File: src/hdl/option_cfg_pkg.sv
package option_cfg_pkg;

  // ============================================================
  // Register map (byte offsets on the plain register port)
  localparam logic [11:0] ADDR_TRIM_INDEX   = 12'hFF6;
  localparam logic [11:0] ADDR_TRIM_VALUE   = 12'hFF7;
  localparam logic [11:0] ADDR_TIMING_HIGH  = 12'hFFA;
  localparam logic [11:0] ADDR_TIMING_LOW   = 12'hFFB;
  localparam logic [11:0] ADDR_OPTION_ZERO  = 12'hFF0;
  localparam logic [11:0] ADDR_OPTION_ONE   = 12'hFF1;
  localparam logic [11:0] ADDR_LOAD_STATUS  = 12'hFF2;

  // ============================================================
  // Reset values
  localparam logic [7:0]  TIMING_RESET      = 8'h00;
  localparam logic [7:0]  TRIM_INDEX_RESET  = 8'h00;

  // ============================================================
  // Option byte fields
  localparam int          OPT_WDT_ACTION    = 7;
  localparam int          OPT_WDT_AUTO      = 6;
  localparam int          OPT_OSC_HI        = 5;
  localparam int          OPT_OSC_LO        = 4;
  localparam int          OPT_BROWNOUT      = 3;
  localparam int          OPT_READ_PROT     = 2;
  localparam int          OPT_WRITE_LOCK    = 0;

  // ============================================================
  // Flash locations
  localparam logic [15:0] OPTION_ADDR_ZERO  = 16'h0000;
  localparam logic [15:0] OPTION_ADDR_ONE   = 16'h0001;
  localparam int          TRIM_COUNT        = 32;
  localparam logic [7:0]  TRIM_INDEX_MAX    = 8'h1F;

  // ============================================================
  // Loader states
  typedef enum logic [2:0] {
    LD_OPT0   = 3'b000,
    LD_OPT1   = 3'b001,
    LD_TRIM   = 3'b010,
    LD_DONE   = 3'b011
  } load_state_t;

endpackage : option_cfg_pkg

File: src/hdl/flash_option_trim_config.sv
// Chosen here: the strobed register port.
`timescale 1ns/1ns
// Operation
// - Timing high and low bytes join into one 16-bit value for flash timing.
// - User options fetched from program memory at reset and applied.
// - User options live at program memory bytes 0000h and 0001h.
// - Erasing page 0 also erases the user option bytes.
// - New option bytes take effect only after the next reset.
// - Factory trim stays in the information page, untouched by erase.
// - Working trim values written by software are lost at reset.
// - Thirty-two trim locations; software writes index 00h..1Fh first.
// - Trim data write replaces working value; read returns it.
// - Option bit 7 picks watchdog interrupt (0) or reset (1).
// - Option bit 6 zero starts watchdog automatically; one waits for arm instruction.
// - Bits 5:4 set oscillator drive; 00 reserved, 01 low, 11 high.
// - Bit 3 one keeps brownout on always; zero disables it in STOP.
// - Bit 2 zero blocks external reads of user code.
// - Bit 0 zero blocks user program, page erase and mass erase.
// - Working trims reload from information area after reset and STOP recovery.
module flash_option_trim_config #(
  parameter int TRIM_DEPTH = option_cfg_pkg::TRIM_COUNT
) (
  // Clock and reset
  input  wire logic        i_clk,
  input  wire logic        i_arst_n,
  // Register port
  input  wire logic [11:0] i_addr,
  input  wire logic [7:0]  i_wdata,
  input  wire logic        i_wr,
  input  wire logic        i_rd,
  output logic [7:0]       o_rdata,
  // Flash read port (program memory and information area)
  output logic [15:0]      o_flash_addr,
  output logic             o_flash_info_sel,
  output logic             o_flash_rd,
  input  wire logic [7:0]  i_flash_rdata,
  // Stop mode recovery request
  input  wire logic        i_stop_recover,
  // CPU release
  output logic             o_cpu_release,
  // Flash timing
  output logic [15:0]      o_flash_timing_value,
  // Decoded options
  output logic             o_wdt_reset_on_timeout,
  output logic             o_wdt_auto_on,
  output logic [1:0]       o_osc_drive,
  output logic             o_osc_drive_reserved,
  output logic             o_brownout_always_on,
  output logic             o_read_protect,
  output logic             o_flash_write_lock,
  output logic [7:0]       o_option_one
);
  import option_cfg_pkg::*;

  // ============================================================
  // State
  typedef struct packed {
    load_state_t state;
    logic        rd_pend;
    logic [4:0]  trim_ptr;
    logic [7:0]  opt0;
    logic [7:0]  opt1;
    logic [7:0]  tim_hi;
    logic [7:0]  tim_lo;
    logic [7:0]  trim_idx;
    logic [7:0]  rdata;
  } state_t;

  state_t s_reg;
  state_t s_next;

  logic       trim_we;
  logic [4:0] trim_waddr;
  logic [7:0] trim_wdata;
  logic [7:0] trim_rdata;
  logic       loading;

  assign loading = (s_reg.state != LD_DONE);

  // ============================================================
  // Trim working store
  trim_store #(
    .DEPTH (TRIM_DEPTH)
  ) u_trim (
    .i_clk   (i_clk),
    .i_arst_n(i_arst_n),
    .i_we    (trim_we),
    .i_waddr (trim_waddr),
    .i_wdata (trim_wdata),
    .i_raddr (s_reg.trim_idx[4:0]),
    .o_rdata (trim_rdata)
  );

  // ============================================================
  // Option decode
  option_decode u_dec (
    .i_option              (s_reg.opt0),
    .o_wdt_reset_on_timeout(o_wdt_reset_on_timeout),
    .o_wdt_auto_on         (o_wdt_auto_on),
    .o_osc_drive           (o_osc_drive),
    .o_osc_drive_reserved  (o_osc_drive_reserved),
    .o_brownout_always_on  (o_brownout_always_on),
    .o_read_protect        (o_read_protect),
    .o_flash_write_lock    (o_flash_write_lock)
  );

  // ============================================================
  // Next state
  always_comb begin
    s_next       = s_reg;
    trim_we      = 1'b0;
    trim_waddr   = s_reg.trim_idx[4:0];
    trim_wdata   = i_wdata;
    o_flash_addr = OPTION_ADDR_ZERO;
    o_flash_info_sel = 1'b0;
    o_flash_rd   = 1'b0;

    // Loader: one-cycle flash read latency; rd_pend marks data due
    case (s_reg.state)
      LD_OPT0: begin
        // Plain page 0 flash location: an erased page reads back as FFh here
        o_flash_addr = OPTION_ADDR_ZERO;
        o_flash_rd   = ~s_reg.rd_pend;
        s_next.rd_pend = ~s_reg.rd_pend;
        if (s_reg.rd_pend) begin
          s_next.opt0  = i_flash_rdata;
          s_next.state = LD_OPT1;
        end
      end
      LD_OPT1: begin
        o_flash_addr = OPTION_ADDR_ONE;
        o_flash_rd   = ~s_reg.rd_pend;
        s_next.rd_pend = ~s_reg.rd_pend;
        if (s_reg.rd_pend) begin
          s_next.opt1  = i_flash_rdata;
          s_next.state = LD_TRIM;
        end
      end
      LD_TRIM: begin
        // Information area is read only; nothing here ever writes flash
        o_flash_info_sel = 1'b1;
        o_flash_addr = {11'h000, s_reg.trim_ptr};
        o_flash_rd   = ~s_reg.rd_pend;
        s_next.rd_pend = ~s_reg.rd_pend;
        if (s_reg.rd_pend) begin
          trim_we    = 1'b1;
          trim_waddr = s_reg.trim_ptr;
          trim_wdata = i_flash_rdata;
          s_next.trim_ptr = s_reg.trim_ptr + 5'h01;
          if (s_reg.trim_ptr == 5'(TRIM_DEPTH - 1)) begin
            s_next.state = LD_DONE;
          end
        end
      end
      LD_DONE: begin
        // STOP recovery reloads trims only; option bytes hold until reset
        if (i_stop_recover) begin
          s_next.state    = LD_TRIM;
          s_next.trim_ptr = 5'h00;
          s_next.rd_pend  = 1'b0;
        end
      end
      default: begin
        s_next.state = LD_OPT0;
      end
    endcase

    // Register writes (trim writes blocked while the loader owns the store)
    if (i_wr) begin
      case (i_addr)
        ADDR_TIMING_HIGH: s_next.tim_hi = i_wdata;
        ADDR_TIMING_LOW:  s_next.tim_lo = i_wdata;
        ADDR_TRIM_INDEX:  s_next.trim_idx = i_wdata;
        ADDR_TRIM_VALUE: begin
          if (!loading && (s_reg.trim_idx <= TRIM_INDEX_MAX)) begin
            trim_we    = 1'b1;
            trim_waddr = s_reg.trim_idx[4:0];
            trim_wdata = i_wdata;
          end
        end
        default: begin
        end
      endcase
    end

    // Register reads, answered in the next cycle
    s_next.rdata = 8'h00;
    if (i_rd) begin
      case (i_addr)
        ADDR_TIMING_HIGH: s_next.rdata = s_reg.tim_hi;
        ADDR_TIMING_LOW:  s_next.rdata = s_reg.tim_lo;
        ADDR_TRIM_INDEX:  s_next.rdata = s_reg.trim_idx;
        ADDR_TRIM_VALUE:  s_next.rdata = (s_reg.trim_idx <= TRIM_INDEX_MAX) ? trim_rdata : 8'h00;
        ADDR_OPTION_ZERO: s_next.rdata = s_reg.opt0;
        ADDR_OPTION_ONE:  s_next.rdata = s_reg.opt1;
        ADDR_LOAD_STATUS: s_next.rdata = {7'h00, ~loading};
        default:          s_next.rdata = 8'h00;
      endcase
    end
  end

  // ============================================================
  // State register; option bytes only reload through reset
  always_ff @(posedge i_clk or negedge i_arst_n) begin
    if (!i_arst_n) begin
      s_reg          <= '0;
      s_reg.state    <= LD_OPT0;
      s_reg.tim_hi   <= TIMING_RESET;
      s_reg.tim_lo   <= TIMING_RESET;
      s_reg.trim_idx <= TRIM_INDEX_RESET;
    end else begin
      s_reg <= s_next;
    end
  end

  // ============================================================
  // Outputs
  assign o_rdata              = s_reg.rdata;
  assign o_flash_timing_value = {s_reg.tim_hi, s_reg.tim_lo};
  assign o_option_one         = s_reg.opt1;
  // CPU held until both option bytes are in; a STOP trim reload keeps it released
  assign o_cpu_release        = (s_reg.state == LD_TRIM) || (s_reg.state == LD_DONE);

endmodule : flash_option_trim_config

File: src/hdl/option_decode.sv
`timescale 1ns/1ns
// Decodes the held first option byte into control levels
module option_decode (
  // Held option byte
  input  wire logic [7:0] i_option,
  // Decoded controls
  output logic            o_wdt_reset_on_timeout,
  output logic            o_wdt_auto_on,
  output logic [1:0]      o_osc_drive,
  output logic            o_osc_drive_reserved,
  output logic            o_brownout_always_on,
  output logic            o_read_protect,
  output logic            o_flash_write_lock
);
  import option_cfg_pkg::*;

  always_comb begin
    o_wdt_reset_on_timeout = i_option[OPT_WDT_ACTION];
    o_wdt_auto_on          = ~i_option[OPT_WDT_AUTO];
    o_osc_drive            = i_option[OPT_OSC_HI:OPT_OSC_LO];
    o_osc_drive_reserved   = (i_option[OPT_OSC_HI:OPT_OSC_LO] == 2'h0);
    o_brownout_always_on   = i_option[OPT_BROWNOUT];
    o_read_protect         = ~i_option[OPT_READ_PROT];
    o_flash_write_lock     = ~i_option[OPT_WRITE_LOCK];
  end

endmodule : option_decode

File: src/hdl/trim_store.sv
`timescale 1ns/1ns
// Working copies of trim values, one entry per trim index
module trim_store #(
  parameter int DEPTH = 32
) (
  // Clock and reset
  input  wire logic       i_clk,
  input  wire logic       i_arst_n,
  // Write port
  input  wire logic       i_we,
  input  wire logic [4:0] i_waddr,
  input  wire logic [7:0] i_wdata,
  // Read port
  input  wire logic [4:0] i_raddr,
  output logic [7:0]      o_rdata
);

  logic [7:0] mem_reg [DEPTH];

  genvar g;
  generate
    for (g = 0; g < DEPTH; g++) begin : g_entry
      // Contents are volatile: cleared at reset, then reloaded by the loader
      always_ff @(posedge i_clk or negedge i_arst_n) begin
        if (!i_arst_n) begin
          mem_reg[g] <= 8'h00;
        end else if (i_we && (i_waddr == 5'(g))) begin
          mem_reg[g] <= i_wdata;
        end
      end
    end
  endgenerate

  assign o_rdata = mem_reg[i_raddr];

endmodule : trim_store

File: config.mk
export PLATFORM = sky130hd
export DESIGN_NAME = flash_option_trim_config
export DESIGN_NICKNAME = d
export VERILOG_FILES = /design/src/hdl/option_cfg_pkg.sv /design/src/hdl/flash_option_trim_config.sv /design/src/hdl/option_decode.sv /design/src/hdl/trim_store.sv
export SDC_FILE = /design/constraint.sdc
export NUM_CORES = 1
export LEC_CHECK = 0
export ABC_AREA = 0
export BUFFER_PORTS_ARGS = -buffer_cell sky130_fd_sc_hd__clkbuf_2
export CORE_MARGIN = 2
export CORE_UTILIZATION = 55
export DETAILED_ROUTE_END_ITERATION = 12
export GPL_ROUTABILITY_DRIVEN = 1
export PLACE_DENSITY = 0.73
export RECOVER_POWER = 25
export REMOVE_ABC_BUFFERS = 1
export SYNTH_ARGS = -nofsm -noshare
export SYNTH_HDL_FRONTEND = slang
export SYNTH_HIERARCHICAL = 1
export SYNTH_SLANG_ARGS = --single-unit
export TNS_END_PERCENT = 30
File: constraint.sdc
create_clock -name i_clk -period 5.6 [get_ports i_clk]
set_input_delay 0.28 -clock i_clk [delete_from_list [all_inputs] [get_ports i_clk]]
set_output_delay 0.28 -clock i_clk [all_outputs]
set_load 0.005 [all_outputs]
==> flow_summary.ini <==
[run_status]
status = completed

[critical_path]
critPathTopFamily = simple AND/OR/NAND/NOR gates
cp.required_ns = 6.03
critical-path-slowest-cell = nor4bb_1
crit_buf_inv = 0
max_stage_delay_ns = 0.68
cp-start-kind = flop
cp.arrival_ns = 4.36
cp_max_fo = 13
critical_path.cell_chain = or3_4 -> nor4_4 -> a31o_4 -> mux2_4 -> nor4bb_1 -> nor2b_1 -> mux2_2
endpoint_kind = flop
criticalPathCategory = flop to flop

[floorplan]
core_area_sq_um = 27000
rows = 60
dieArea_sq_um = 28800
start_util = 0.561
num_io_pins = 92
die_y_um = 170
die_x_um = 170

[placement]
hpwlAfterDp_mm = 21.1
place.gp.congestion = 0.916
post-place-cells = 1335
portBuffers = 80

[logic_synthesis]
ys_warn_count = 6
synth-compound-area-share = 0.0209
async_flop_share = 1.00
yosys.area.top_type = dfrtp_1
synth_fa_ha_area_frac = 0.00662
synth_top_family_by_area = multiplexers
avgSynthCellArea_sq_um = 15.0
synthCells = 1006
synth.distinct_cells = 50
yosys.area.top_type_share = 0.517
synth_edf_count = 0
synth-seq-cells = 312
synth-xor-area-share = 0.000580
ys.flop_type = dfrtp_1
yosys-mux-area-fraction = 0.368
synth.area.top_cells = dfrtp_1 52%, mux2_2 23%, mux4_2 12%
yosys.area_share.simple = 0.0426
synth_seq_area_share = 0.517
synth_area_sq_um = 15100

[global_route]
grt-busiest-layer = met2
overflow = 0
grt_use_total = 0.233
antenna_found_initial = 1
use_met1 = 0.340
grt_pass1_wl_mm = 51.6
first_global_vias = 8875
grt_max_degree = 161
grt.met3_usage = 0.0366
met2_usage = 0.371

[power_and_ir_drop]
sequentialPowerShare = 0.458
worst_ir_drop_vdd_mv = 0.224
p_int_mw = 4.03
pwr-share-clk = 0.371
power.total_mw = 5.50
comb_power_share = 0.171
p_sw_frac = 0.266
netSwitchingPower_mw = 1.46
p_per_area_nw_per_um2 = 334
p_leak_nw = 7.78

[final_layout]
syn_to_final_growth_pct = 8.87
antennaDiodeCount = 0
finalNonFillerCells = 1395
drive_above_1_share = 0.507
layout.nets = 1072
largest_register_ffs = 256

[job]
max-cap-violations = 0

[timing]
rsz0062_at_grt = no
hold_violations = 0
period_minus_slack_ns = 3.93
slew_viol_final = 0
setup_tns_ns = 0
setup_viol = 0
max_slew_margin = 0.401
worst_clock_skew_ns = 0.00838
max_freq_ghz = 0.255
tightest_slew_ns = 0.899
period_share = 0.702

[cts]
cts_made_buffers = 31
clk_latency_ns = 0.55
cts_htree_levels = 1
clk_pin_slew_ns = 0.06
clock-sinks = 312
postCtsResizedCells = 0
clk_path_buf_depth = 3
cts_root_buf = clkbuf_16
cts_tree = built

[worst_hold_path]
hold_path.class = input port to flop

[detailed_routing]
drt_iter0_drc = 583
routed_wl_mm = 32.9
drc = 0
drt_pass1_iterations = 4
viasPerCell = 6.15
antenna_left = 0
wl_per_cell_um = 23.6
vias = 8578
==> per-stage QoR <==
step	util	area, sq um	hold WS, ns	setup slack (ns)
3_5_place_dp	0.573	15400	0.348	1.55
6_report	0.610	16500	0.0222	1.67
3_3_place_gp	0.573	15400	0.345	1.64
5_1_grt	0.610	16500	0.0121	1.37
2_1_floorplan	-	14500	-0.0156	1.21
4_1_cts	0.612	16500	0.00157	1.69
==> metal layers <==
metal / wire length [um] / vias up
met2: 15200 / 227
met3: 1880 / 48
met5: 11 / -
li1: - / 3737
met4: 709 / 2
met1: 15100 / 4564
==> area by class of cell <==
cell class / instances / area (sq um)
fill: 2004 / 10500
clock buffer: 47 / 906
tap: 341 / 427
inverter: 9 / 33.8
sequential: 312 / 7810
clock inverter: 9 / 95.1
multi-input combinational: 586 / 6660
timing repair buffer: 91 / 519
==> layout by cell type, fill, tap and decap left out, types with 6 or more instances in the layout <==
master,n
mux4_2,80
nor2_1,20
mux2_2,315
a21oi_1,12
clkbuf_2,62
nor2b_1,11
mux2_4,10
o21ai_0,8
mux2i_1,6
clkbuf_8,7
dfrtp_1,310
clkbuf_1,23
conb_1,11
ha_1,8
nand2_1,31
clkbuf_16,31
inv_1,9
a32oi_1,6
clkinv_2,7
==> kinds of logic after synthesis <==
kind of cell / Yosys count
other: 1
flip-flops: 312
buffers and inverters: 118
multiplexers: 411
adder cells (fa/ha/maj): 8
AND/OR/NAND/NOR: 110
AO/OA/AOI/OAI: 45
XOR/XNOR: 1
==> repair_timing <==
| action | CTS | global route |
|---|---|---|
| hold buffers | 4 | 0 |
| endpoints found under the hold margin | 96 | 0 |
| buffers inserted | 0 | 0 |
==> cell usage after synthesis, types with 2 or more instances <==
cell / instances
nor2_1: 20
nor3_1: 3
nor3b_2: 2
nand4b_1: 4
and3_1: 2
mux2i_1: 6
a31oi_1: 2
clkbuf_1: 38
a22oi_1: 4
nand3_1: 4
buf_2: 6
nand2b_1: 5
a22o_1: 5
a41oi_1: 2
a21oi_1: 12
a2bb2oi_1: 2
buf_4: 53
mux4_2: 80
nand2_1: 31
dfrtp_1: 312
ha_1: 8
and3b_1: 3
mux2_4: 10
o21ai_0: 8
mux2_2: 315
nor3_2: 4
nor3b_1: 3
nor4bb_1: 3
nor2b_1: 11
inv_1: 9
and2_1: 4
buf_1: 10
a32oi_1: 6
nand4_1: 3
==> worst reg2reg max path: cells and delay by family, from the launching register on <==
kind | cells | cell delay, ns
mux | 2 | 0.81
flops | 1 | 0.40
compound gates | 1 | 0.42
simple gates | 4 | 2.19
==> power groups by stage <==
stage               Sequential [mW]  Clock (mW)  Combinational, mW
finish                         2.52        2.04              0.937
global route                   2.54        2.18               1.00
CTS                            2.52        2.08              0.938
detailed placement             2.56           0              0.928
global placement               2.55           0              0.911
floorplan                      2.52           0              0.598
==> worst paths after layout <==
kind                       slack [ns]             endpoint  cells after the start          startpoint
min reg2reg                      0.50   u_trim/mem_reg[30]                      1  u_trim/mem_reg[30]
max in group asynchronous        3.98   u_trim/mem_reg[44]                      3            i_arst_n
max                              1.67  u_trim/mem_reg[102]                      7           s_reg[15]
max reg2reg                      1.67  u_trim/mem_reg[102]                      7           s_reg[15]
min                              0.02            s_reg[43]                      2    i_flash_rdata[3]
min in group asynchronous        0.31  u_trim/mem_reg[250]                      2            i_arst_n
(Power assumes the default switching activity.)
